## src/hw/bic_pkg.sv

```systemverilog
// constants and types for the buffered io channel
package bic_pkg;
   localparam int WORD_W     = 24;
   localparam int CHAR_W     = 6;
   localparam int UA_W       = 6;
   localparam int CNT_W      = 2;
   localparam int ADDR_W     = 14;
   localparam int UA_MSB     = 18;
   localparam int UA_LSB     = 23;
   localparam int CC_MSB     = 15;
   localparam int CC_LSB     = 16;
   localparam int DIR_BIT    = 18;
   localparam logic [UA_W-1:0]   UA_IDLE  = 6'h00;
   localparam logic [CNT_W-1:0]  CC_ZERO  = 2'h0;
   localparam logic [CNT_W-1:0]  CC_ONE   = 2'h1;
   localparam logic [ADDR_W-1:0] ADDR_ONE = 14'h0001;
   localparam logic [ADDR_W-1:0] WC_ZERO  = 14'h0000;
   localparam logic [ADDR_W-1:0] WC_ONE   = 14'h0001;
   localparam logic [WORD_W-1:0] WORD_ZERO = 24'h000000;

   typedef enum logic [5:0] {
      BIC_IDLE = 6'b000001,
      BIC_GET  = 6'b000010,
      BIC_SEND = 6'b000100,
      BIC_WAIT = 6'b001000,
      BIC_FILL = 6'b010000,
      BIC_MEM  = 6'b100000
   } bic_state_t;
endpackage : bic_pkg

```

## src/hw/bic_channel.sv

```systemverilog
// buffered character channel with single-word and interlace modes
// How it works
// - control instruction loads and shows unit address
// - control instruction loads characters-per-word count
// - control instruction clears full, error; starts unit
// - leading address bit selects input or output
// - zero unit address means ready and disconnected
// - parity failure sets error flag for testing
// - input character goes to low six bits
// - input: decrement count, shift left six
// - end of record pads word with zeros
// - full word sets full; end-of-word, memory write or end
// - end of transmission clears address, raises irq
// - buffer-to-memory read clears full flag
// - memory-to-buffer write sets full, starts output
// - output sends top six bits as character
// - output: decrement count, shift left six
// - exhausted output word: terminate or request more
// - interlace start loads word count and address
// - interlace moves words to or from memory
// - each interlaced word bumps address, drops count
// - interlace end of record ends transfer
// - interlaced output count exhausted ends transfer
// - interlaced input count exhausted reverts to single-word
// - end irq reaches program only when enabled
module bic_channel (
   // clock and reset
   input  wire logic                       sys_clk,
   input  wire logic                       srst,
   // processor instruction port
   input  wire logic                       ctl_strobe,
   input  wire logic [bic_pkg::WORD_W-1:0] ctl_word,
   input  wire logic                       ctl_interlace,
   input  wire logic [bic_pkg::ADDR_W-1:0] ctl_word_count,
   input  wire logic [bic_pkg::ADDR_W-1:0] ctl_start_addr,
   input  wire logic                       buf_to_mem_strobe,
   output logic      [bic_pkg::WORD_W-1:0] buf_to_mem_data,
   input  wire logic                       mem_to_buf_strobe,
   input  wire logic [bic_pkg::WORD_W-1:0] mem_to_buf_data,
   input  wire logic                       terminate_strobe,
   input  wire logic                       irq_enable,
   // status
   output logic      [bic_pkg::UA_W-1:0]   unit_address_display,
   output logic                            channel_ready_test,
   output logic                            channel_error_test,
   output logic                            buffer_full_flag,
   output logic                            end_of_word_irq,
   output logic                            end_of_transmission_irq,
   output logic                            program_irq,
   // peripheral pins
   output logic                            dev_start,
   output logic      [bic_pkg::UA_W-1:0]   dev_unit,
   input  wire logic                       dev_char_valid,
   input  wire logic [bic_pkg::CHAR_W-1:0] dev_char,
   input  wire logic                       dev_char_parity,
   input  wire logic                       dev_end_of_record,
   output logic                            dev_out_valid,
   output logic      [bic_pkg::CHAR_W-1:0] dev_out_char,
   output logic                            dev_out_parity,
   input  wire logic                       dev_out_ack,
   // interlace memory port
   output logic                            mem_req,
   output logic                            mem_we,
   output logic      [bic_pkg::ADDR_W-1:0] mem_addr,
   output logic      [bic_pkg::WORD_W-1:0] mem_wdata,
   input  wire logic [bic_pkg::WORD_W-1:0] mem_rdata
);
   import bic_pkg::*;

   // odd parity over a character with its parity bit
   function automatic logic par_ok(input logic [CHAR_W-1:0] c, input logic p);
      par_ok = ^{c, p};
   endfunction : par_ok

   bic_state_t              state_ff, nxt_state;
   logic [UA_W-1:0]         unit_address_register_ff, nxt_uar;
   logic [CNT_W-1:0]        char_per_word_ff, nxt_cpw;
   logic [CNT_W-1:0]        character_count_ff, nxt_cc;
   logic [WORD_W-1:0]       word_assembly_register_ff, nxt_war;
   logic [CHAR_W-1:0]       single_character_register_ff, nxt_scr;
   logic                    full_ff, nxt_full;
   logic                    err_ff, nxt_err;
   logic                    eor_seen_ff, nxt_eor;
   logic                    term_ff, nxt_term;
   logic                    ilace_ff, nxt_ilace;
   logic [ADDR_W-1:0]       word_count_register_ff, nxt_wcr;
   logic [ADDR_W-1:0]       transfer_address_register_ff, nxt_tar;
   logic                    eow_ff, nxt_eow;
   logic                    eot_ff, nxt_eot;
   logic                    send_ff, nxt_send;
   logic                    start_ff, nxt_start;
   // pin inputs synchronised
   logic                    cv_s1, cv_s2, eor_s1, eor_s2, ack_s1, ack_s2;
   logic [CHAR_W-1:0]       ch_s1, ch_s2;
   logic                    par_s1, par_s2;

   wire is_output  = unit_address_register_ff[UA_W-1];
   wire connected  = (unit_address_register_ff != UA_IDLE);
   wire cc_done    = (character_count_ff == CC_ZERO);
   wire wc_last    = (word_count_register_ff == WC_ONE);
   // count already dropped in the memory cycle, so the end of output is zero
   wire wc_zero    = (word_count_register_ff == WC_ZERO);
   wire [UA_W-1:0]  ins_ua  = ctl_word[WORD_W-1-UA_LSB +: UA_W];  // bits 18..23, bit 0 is msb
   wire [CNT_W-1:0] ins_cc  = ctl_word[WORD_W-1-CC_LSB +: CNT_W];
   wire [WORD_W-1:0] war_shift = {word_assembly_register_ff[WORD_W-CHAR_W-1:0], {CHAR_W{1'b0}}};

   always_ff @(posedge sys_clk) begin
      cv_s1  <= dev_char_valid;
      cv_s2  <= cv_s1;
      ch_s1  <= dev_char;
      ch_s2  <= ch_s1;
      par_s1 <= dev_char_parity;
      par_s2 <= par_s1;
      eor_s1 <= dev_end_of_record;
      eor_s2 <= eor_s1;
      ack_s1 <= dev_out_ack;
      ack_s2 <= ack_s1;
   end

   // one character per cycle of valid: peripheral drops valid between characters
   logic cv_d_ff, ack_d_ff;
   always_ff @(posedge sys_clk) begin
      cv_d_ff  <= srst ? 1'b0 : cv_s2;
      ack_d_ff <= srst ? 1'b0 : ack_s2;
   end
   wire char_in  = cv_s2 & ~cv_d_ff;
   wire char_ack = ack_s2 & ~ack_d_ff;

   always_comb begin
      nxt_state = state_ff;
      nxt_uar   = unit_address_register_ff;
      nxt_cpw   = char_per_word_ff;
      nxt_cc    = character_count_ff;
      nxt_war   = word_assembly_register_ff;
      nxt_scr   = single_character_register_ff;
      nxt_full  = full_ff;
      nxt_err   = err_ff;
      nxt_eor   = eor_seen_ff;
      nxt_term  = term_ff | terminate_strobe;
      nxt_ilace = ilace_ff;
      nxt_wcr   = word_count_register_ff;
      nxt_tar   = transfer_address_register_ff;
      nxt_eow   = 1'b0;
      nxt_eot   = 1'b0;
      nxt_send  = send_ff;
      nxt_start = 1'b0;
      if (ctl_strobe) begin
         nxt_uar   = ins_ua;
         nxt_cpw   = ins_cc;
         nxt_cc    = ins_cc;
         nxt_full  = 1'b0;
         nxt_err   = 1'b0;
         nxt_start = 1'b1;
         // single-word output asks for its first word at once
         nxt_eow   = ins_ua[UA_W-1] & ~ctl_interlace;
         nxt_eor   = 1'b0;
         nxt_term  = 1'b0;
         nxt_war   = WORD_ZERO;
         nxt_ilace = ctl_interlace;
         nxt_wcr   = ctl_word_count;
         nxt_tar   = ctl_start_addr;
         nxt_state = ins_ua[UA_W-1] ? (ctl_interlace ? BIC_MEM : BIC_WAIT) : BIC_GET;
         if (ins_ua == UA_IDLE) nxt_state = BIC_IDLE;
      end else begin
         case (state_ff)
            BIC_IDLE: begin
            end
            BIC_GET: begin
               if (char_in) begin
                  if (!par_ok(ch_s2, par_s2)) nxt_err = 1'b1;
                  nxt_war = {word_assembly_register_ff[WORD_W-1:CHAR_W], ch_s2};
                  nxt_eor = eor_seen_ff | eor_s2;
                  nxt_state = BIC_FILL;
               end else if (eor_s2) begin
                  nxt_eor = 1'b1;
                  nxt_state = BIC_FILL;
               end
            end
            BIC_FILL: begin
               if (cc_done) begin
                  nxt_full = 1'b1;
                  if (eor_seen_ff) begin
                     nxt_uar = UA_IDLE;
                     nxt_eot = 1'b1;
                     nxt_ilace = 1'b0;
                     nxt_state = BIC_IDLE;
                  end else if (ilace_ff) begin
                     nxt_state = BIC_MEM;
                  end else begin
                     nxt_eow = 1'b1;
                     nxt_state = BIC_WAIT;
                  end
               end else begin
                  nxt_cc  = character_count_ff - CC_ONE;
                  nxt_war = war_shift;
                  if (!eor_seen_ff) nxt_state = BIC_GET;
               end
            end
            BIC_MEM: begin
               nxt_tar = transfer_address_register_ff + ADDR_ONE;
               nxt_wcr = word_count_register_ff - WC_ONE;
               nxt_cc  = char_per_word_ff;
               if (is_output) begin
                  nxt_war  = mem_rdata;
                  nxt_full = 1'b1;
                  nxt_state = BIC_SEND;
               end else begin
                  nxt_full = 1'b0;
                  nxt_war  = WORD_ZERO;
                  if (wc_last) nxt_ilace = 1'b0;
                  nxt_state = BIC_GET;
               end
            end
            BIC_WAIT: begin
               if (!is_output && buf_to_mem_strobe) begin
                  nxt_full = 1'b0;
                  nxt_cc   = char_per_word_ff;
                  nxt_war  = WORD_ZERO;
                  nxt_state = BIC_GET;
               end else if (is_output && mem_to_buf_strobe) begin
                  nxt_full = 1'b1;
                  nxt_war  = mem_to_buf_data;
                  nxt_cc   = char_per_word_ff;
                  nxt_state = BIC_SEND;
               end else if (is_output && term_ff) begin
                  nxt_uar = UA_IDLE;
                  nxt_eot = 1'b1;
                  nxt_state = BIC_IDLE;
               end
            end
            BIC_SEND: begin
               if (!send_ff) begin
                  nxt_scr  = word_assembly_register_ff[WORD_W-1 -: CHAR_W];
                  nxt_send = 1'b1;
               end else if (char_ack) begin
                  nxt_send = 1'b0;
                  if (!par_ok(single_character_register_ff, dev_out_parity)) nxt_err = 1'b1;
                  if (!cc_done) begin
                     nxt_cc  = character_count_ff - CC_ONE;
                     nxt_war = war_shift;
                  end else begin
                     nxt_full = 1'b0;
                     if (term_ff || (ilace_ff && wc_zero) || (ilace_ff && eor_s2)) begin
                        nxt_uar = UA_IDLE;
                        nxt_eot = 1'b1;
                        nxt_ilace = 1'b0;
                        nxt_state = BIC_IDLE;
                     end else if (ilace_ff) begin
                        nxt_state = BIC_MEM;
                     end else begin
                        nxt_eow = 1'b1;
                        nxt_state = BIC_WAIT;
                     end
                  end
               end
            end
            default: nxt_state = BIC_IDLE;
         endcase
      end
   end

   always_ff @(posedge sys_clk) begin
      if (srst) begin
         state_ff                     <= BIC_IDLE;
         unit_address_register_ff     <= UA_IDLE;
         char_per_word_ff             <= CC_ZERO;
         character_count_ff           <= CC_ZERO;
         word_assembly_register_ff    <= WORD_ZERO;
         single_character_register_ff <= '0;
         full_ff                      <= 1'b0;
         err_ff                       <= 1'b0;
         eor_seen_ff                  <= 1'b0;
         term_ff                      <= 1'b0;
         ilace_ff                     <= 1'b0;
         word_count_register_ff       <= WC_ZERO;
         transfer_address_register_ff <= '0;
         eow_ff                       <= 1'b0;
         eot_ff                       <= 1'b0;
         send_ff                      <= 1'b0;
         start_ff                     <= 1'b0;
      end else begin
         state_ff                     <= nxt_state;
         unit_address_register_ff     <= nxt_uar;
         char_per_word_ff             <= nxt_cpw;
         character_count_ff           <= nxt_cc;
         word_assembly_register_ff    <= nxt_war;
         single_character_register_ff <= nxt_scr;
         full_ff                      <= nxt_full;
         err_ff                       <= nxt_err;
         eor_seen_ff                  <= nxt_eor;
         term_ff                      <= nxt_term;
         ilace_ff                     <= nxt_ilace;
         word_count_register_ff       <= nxt_wcr;
         transfer_address_register_ff <= nxt_tar;
         eow_ff                       <= nxt_eow;
         eot_ff                       <= nxt_eot;
         send_ff                      <= nxt_send;
         start_ff                     <= nxt_start;
      end
   end

   assign unit_address_display    = unit_address_register_ff;
   assign channel_ready_test      = ~connected;
   assign channel_error_test      = err_ff;
   assign buffer_full_flag        = full_ff;
   assign end_of_word_irq         = eow_ff;
   assign end_of_transmission_irq = eot_ff;
   assign program_irq             = eot_ff & irq_enable;
   assign buf_to_mem_data         = word_assembly_register_ff;
   assign dev_start               = start_ff;
   assign dev_unit                = unit_address_register_ff;
   assign dev_out_valid           = send_ff;
   assign dev_out_char            = single_character_register_ff;
   // odd parity generated on the character sent
   assign dev_out_parity          = ~^single_character_register_ff;
   assign mem_req                 = (state_ff == BIC_MEM);
   assign mem_we                  = (state_ff == BIC_MEM) & ~is_output;
   assign mem_addr                = transfer_address_register_ff;
   assign mem_wdata               = word_assembly_register_ff;

   AST_CTL_LOAD: assert property (@(posedge sys_clk) disable iff (srst)
      ctl_strobe |=> unit_address_display == $past(ins_ua) && !buffer_full_flag && !channel_error_test)
      else $error("control load wrong");
   AST_READY: assert property (@(posedge sys_clk) disable iff (srst)
      (unit_address_register_ff == UA_IDLE) |-> channel_ready_test)
      else $error("ready wrong");
   AST_EOT_CLR: assert property (@(posedge sys_clk) disable iff (srst)
      end_of_transmission_irq |-> unit_address_display == UA_IDLE)
      else $error("eot without disconnect");
   AST_IRQ_GATE: assert property (@(posedge sys_clk) disable iff (srst)
      program_irq |-> irq_enable && end_of_transmission_irq)
      else $error("irq not gated");
   AST_EOW_FULL: assert property (@(posedge sys_clk) disable iff (srst)
      (end_of_word_irq && !is_output) |-> buffer_full_flag)
      else $error("eow without full");
   AST_WIM_CLR: assert property (@(posedge sys_clk) disable iff (srst)
      (state_ff == BIC_WAIT && !is_output && buf_to_mem_strobe && !ctl_strobe) |=> !buffer_full_flag)
      else $error("full not cleared");
   AST_MIW_SET: assert property (@(posedge sys_clk) disable iff (srst)
      (state_ff == BIC_WAIT && is_output && mem_to_buf_strobe && !ctl_strobe) |=> buffer_full_flag ##1 dev_out_valid)
      else $error("output not started");
   AST_NEXT: assert property (@(posedge sys_clk) disable iff (srst)
      (mem_req && !ctl_strobe) |=> mem_addr == $past(mem_addr) + ADDR_ONE)
      else $error("address not bumped");
   AST_SEND_CHAR: assert property (@(posedge sys_clk) disable iff (srst)
      $rose(dev_out_valid) |-> dev_out_char == word_assembly_register_ff[WORD_W-1 -: CHAR_W])
      else $error("wrong character");
   COV_EOW: cover property (@(posedge sys_clk) disable iff (srst) end_of_word_irq);
   COV_EOT: cover property (@(posedge sys_clk) disable iff (srst) end_of_transmission_irq);
   COV_ILACE: cover property (@(posedge sys_clk) disable iff (srst) mem_req && mem_we);
endmodule : bic_channel

```

## config.mk

```make
export PLATFORM = sky130hd
export DESIGN_NAME = bic_channel
export DESIGN_NICKNAME = d
export VERILOG_FILES = /design/src/hw/bic_pkg.sv /design/src/hw/bic_channel.sv
export SDC_FILE = /design/constraint.sdc
export NUM_CORES = 1
export LEC_CHECK = 0
export ABC_AREA = 0
export BUFFER_PORTS_ARGS = -buffer_cell sky130_fd_sc_hd__buf_2
export CAP_MARGIN = 20
export CORE_MARGIN = 2
export CORE_UTILIZATION = 30
export DETAILED_ROUTE_END_ITERATION = 16
export PLACE_DENSITY = 0.53
export SLEW_MARGIN = 10
export SYNTH_ARGS = -nofsm -noshare
export SYNTH_HDL_FRONTEND = slang
export SYNTH_SLANG_ARGS = --single-unit
export TNS_END_PERCENT = 5
```

## constraint.sdc

```tcl
create_clock -name sys_clk -period 2.33 [get_ports sys_clk]
set_input_delay 0.466 -clock sys_clk [delete_from_list [all_inputs] [get_ports sys_clk]]
set_output_delay 0.466 -clock sys_clk [all_outputs]
set_load 0.03 [all_outputs]
```

# --- Word-level counts from Yosys, hierarchy flattened ---
# Cells that the tools add are included.
# Widths: inputs -> output; s select.
op_classes:
  add_sub_neg: 3
  eq_ne: 31
  n_lt_le_gt_ge: 0
  n_mux: 97
  div: 0
  shift: 0
  n_bitwise: 15
  n_mul: 0
  reduce_logical: 35
op_table:
  columns: ["operator", "n"]
  rows:
  - ["$mux 6", 28]
  - ["$mux 24", 6]
  - ["$pmux 24 s5", 1]
  - ["$mux 14", 4]
  - ["$mux 1", 43]
  - ["$pmux 6 s6", 1]
  - ["$ne 3x3->1 const B", 11]
  - ["$pmux 6 s3", 1]
  - ["$ne 2x2->1 const B", 8]
  - ["$add 14x1->14 const B", 1]
  - ["$eq 14x1->1 const B", 1]
  - ["$logic_not 14->1", 1]
  - ["$reduce_xor 7->1", 2]
  - ["$sub 14x1->14 const B", 1]
  - ["$mux 2", 6]
  - ["$ne 4x4->1 const B", 3]
  - ["$reduce_and 6->1", 2]
  - ["$reduce_bool 4->1", 3]
  - ["$reduce_and 10->1", 1]
  - ["$reduce_and 5->1", 2]
  - ["$reduce_bool 5->1", 2]
  - ["$reduce_and 9->1", 1]
  - ["$not 1->1", 8]
  - ["$pmux 2 s4", 1]
  - ["other kinds (28)", 43]
totals:
  wordCells: 211
  out_inout_bits: 91
  mem_count: 0
  in_bits: 118
  reg_bits: 105
  mem_bits_ro: 0
  latchBits: 0
  ramBits: 0

# --- Depth between registers and ports, before layout ---
depth:
  depth_word: 10
  depth_mapped: 10
  depth_no_buf: 8

# --- Worst setup path after synthesis ---
# OpenSTA, ideal clock, no wires.
synth_path:
  path_kind: "register -> register"
  startpoint: "register state_ff[4]"
  endpoint: "register ilace_ff"
  period_less_slack_ns: 2.179
  path_stages_with_launch: 8
  t_arrival_ns: 2.047
  path_slack_ns: 0.151
  t_required_ns: 2.198
  path_cell_list: "dfxtp_1 > buf_2 > nor4_1 > nand2_1 > nor2_1 > a31oi_1 > o311ai_0 > a21oi_1"
synth_via:
  elab_chain_cells: 3
  elab_cells_between_ends: 15
synth_lines:
  columns: ["element", "line", "rtl"]
  rows:
  - ["start, declared", "bic_channel.sv:75", "bic_state_t state_ff, nxt_state;"]
  - ["start signal, assigned", "bic_channel.sv:282", "state_ff <= nxt_state;"]
  - ["$eq 6x6->1, or another cell as far along", "bic_channel.sv:165", "case (state_ff)"]
  - ["$ne 3x2->1 (no source line), or another cell as far along", null, null]
  - ["$reduce_and 9->1 (no source line) or $mux 1 (tied branches)", null, null]
  - ["end signal, assigned", "bic_channel.sv:292", "ilace_ff <= nxt_ilace;"]
  - ["end, declared", "bic_channel.sv:85", "logic ilace_ff, nxt_ilace;"]
# Several ways; a longest one is shown, not always the timed one.
# A chain may end at the register's enable or synchronous reset.

# --- Final worst setup path ---
layout_path:
  startpoint: "register state_ff[4]"
  endpoint: "output mem_we"
layout_via:
  elab_chain_cells: 2
layout_lines:
  columns: ["element", "line", "rtl"]
  rows:
  - ["$eq 6x6->1", "bic_channel.sv:317", "assign mem_we = (state_ff == BIC_MEM) & ~is_output;"]
  - ["$and 1x1->1", "bic_channel.sv:317", null]
  - ["end, declared", "bic_channel.sv:63", "output logic mem_we,"]
# Every way passes these cells.

==> flow_summary.ini <==
[logic_synthesis]
synth-adder-area-share = 0.01233
yosysTopAreaCell = dfxtp_1
synth_simple_gate_area_share = 0.2084
netlist_area_mm2 = 0.005072
synth_sequential_area_ratio = 0.4144
postSynthNetCount = 696
synth_compound_gate_area_share = 0.1650
syn-mean-instance-area_um2 = 8.852
yosys.area_share.xor_xnor = 0.06561
syn_inst = 573
synth_top_family_by_area = simple AND/OR/NAND/NOR gates
synth_flop_cell = dfxtp_1
synth.area.top_cells = dfxtp_1 41%, nor2_1 6.5%, mux2i_1 5.1%
yosys_warnings = 0
fraction_of_registers_with_async_set_or_reset_after_synthesis = 0
synth-edff-count = 0
muxShareOfSynthArea = 0.05131
ys_types = 51
synth_register_bits = 105
synth.top_cell.area_share = 0.4144

[floorplan]
design.core.area_mm2 = 0.01658
die-area_mm2 = 0.01796
dieWidth_um = 134.0
dieHeight_um = 134.0
pin_count = 209
row_count = 47
start_util = 0.3059

[pwr]
power.static_leakage_nw = 2.898
vdd_ir_drop_max_mv = 0.4019
pwr_density_cell_mw_per_mm2 = 628.2
totalPowerFinal_mw = 4.107

[clocking]
insertion_delay_ns = 0.35
ctsRootBufferMaster = clkbuf_16
clock_tree.htree_level_count = 3
worst_setup_hold_path_clk_slew_ns = 0.07
cts_tree = done
cts.sinks = 105
cts_hold_repair.buffers = 0
cts_inserted_buffers = 9
clock_tree.buffer_depth = 2

[worst_setup_path]
crit_family = simple AND/OR/NAND/NOR gates
path_buf_inv = 3
timing.critical_path.arrival_ns = 1.75
path_common_cell = buf_4
timing.critical_path.cells = buf_4 > nor4_2 > buf_4 > nand2_2 > nor2_1 > buf_4
cp_max_fo = 10
path_class = register to output port
cp_slowest_cell = dfxtp_1
cell_depth_of_the_worst_setup_path = 6
launching_element_type_of_the_critical_path = register
depth_of_the_worst_register_to_register_path = 8
timing.critical_path.required_ns = 1.86
critPathMaxStageDelay_ns = 0.32
cp-end-kind = output port

[layout]
multi_input_comb_area_mm2 = 0.002566
design.final.nets = 869
num-fill-cells = 1741
antennaDiodeCount = 0
areaGrowthSynthToFinish_pct = 28.89
drive_above_1_share = 0.3489
register_area_mm2 = 0.002102

[detailed_routing]
via_per_inst = 4.856
drc_errors = 0
vias = 4715
first_pass_iters = 6
remaining_antenna_violation_count_after_routing = 0
route.final.wire_length_um = 14430
wire_per_inst_um = 14.86
dr.first_iter.drc_count = 236

[placement]
hpwlAfterDp_um = 10880
place.port_buffers = 192
detailedPlace.worstSlack_ns = 0.08124
place_congestion = 0.8218

[global_route]
first_global_vias = 4491
antenna_found_initial = 0
grt_pass1_wl_um = 22830
grt_start_max_net_pins = 37
grt_use_total = 0.1596
overflow = 0

[timing]
timing.final.max_slew_violations = 0
rsz_0062_raised_after_global_routing = true
layout_worst_path_cycle_share = 0.9515
skew_ns = 0.007991
finalSetupViolCount = 0
finalHoldViolCount = 0
post-route-min-period_ns = 2.217
worst_setup_slack_final_ns = 0.1129
slew-limit-headroom = 0.6542
worst-slew-pin-transition_ns = 0.5057
maxClockFrequency_ghz = 0.4510

[hold_path]
hold_path.class = input port to register
timing.hold.worst_path_depth = 1

[run_status]
run_status = finished clean

[run]
max-cap-violations = 0
==> where the power goes <==
part | switching, mW | internal (mW) | leakage, nW
clock network | 0.660 | 0.974 | 0.157
registers | 0.0587 | 1.87 | 0.863
logic | 0.316 | 0.232 | 1.88
==> cells in the mapped netlist (10+ instances only) <==
cell type / count
a21oi_1: 25
buf_4: 30
a222oi_1: 18
nor3_1: 19
a211oi_2: 10
xor2_1: 11
xnor2_1: 27
nand3_1: 11
nand2_1: 47
dfxtp_1: 105
nor2_1: 88
mux2i_1: 26
clkbuf_1: 16
a211oi_1: 16
==> flip-flops by register name, summed over array words and instances, names as in the netlist, 2 cells and up <==
| register | cells |
|---|---|
| char_per_word_ff | 2 |
| state_ff | 6 |
| dev_out_char | 6 |
| ch_s2 | 6 |
| character_count_ff | 2 |
| buf_to_mem_data | 24 |
| mem_addr | 14 |
| ch_s1 | 6 |
| word_count_register_ff | 14 |
| dev_unit | 6 |
==> final timing paths <==
| kind | from | to | slack [ns] |
|---|---|---|---|
| hold reg to reg | ch_s1[2] | ch_s2[2] | 0.33 |
| setup / recovery | state_ff[4] | mem_we | 0.11 |
| hold / removal | dev_char_valid | cv_s1 | 0.21 |
| setup reg to reg | word_count_register_ff[3] | dev_unit[4] | 0.15 |
==> area by class of cell <==
| cell class | count | share of cell area |
|---|---|---|
| Timing Repair Buffer | 225 | 0.1891 |
| Tap cell | 220 | 0.04211 |
| Clock buffer | 12 | 0.03770 |
| Multi-Input combinational cell | 395 | 0.3925 |
| Sequential cell | 105 | 0.3215 |
| Inverter | 10 | 0.005742 |
| Clock inverter | 4 | 0.01129 |
==> stage by stage <==
step	setup TNS [ns]	instances	hold slack, ns	utilization	cell area [um2]
after floorplan	0	573	0.3096	-	5072
after global placement	0	954	0.3125	0.3733	6191
after detailed placement	0	954	0.3121	0.3733	6191
after CTS	0	971	0.1955	0.3936	6528
after global routing	-0.04120	971	0.1930	0.3942	6538
final	0	971	0.2094	0.3942	6538
==> layout by cell type, fill, tap and decap left out, drive strengths merged, types with 6 or more instances in the layout <==
cell	instances
a32oi	6
nand2	48
nor2	88
nand3	11
nor4	8
a211oi	26
inv	11
nand4	8
a222oi	18
dfxtp	105
nor3	21
or4	6
mux2i	26
xor2	11
xnor2	27
nor2b	7
and3	8
a21oi	25
buf	225
clkbuf	12
a22o	6
==> cell families (layout without fill, tap and decap cells) <==
kind of cell / after synthesis / count (layout)
simple gates: 221 / 221
compound gates: 105 / 105
flops: 105 / 105
buf+inv: 73 / 251
xor+xnor: 38 / 38
mux: 26 / 26
fa+ha+maj: 5 / 5
==> what timing repair did <==
item | CTS | global route
gates resized for setup | 3 | 3
endpoints found under the setup margin | 2 | 32
buffers inserted | 1 | 0
==> layer usage <==
metal,wire [um],track usage
met4,248,0.05088
met1,6513,0.2062
met2,6551,0.2587
met3,1118,0.04460
met5,0,0
Note: power is estimated with default switching activity, not from simulation.
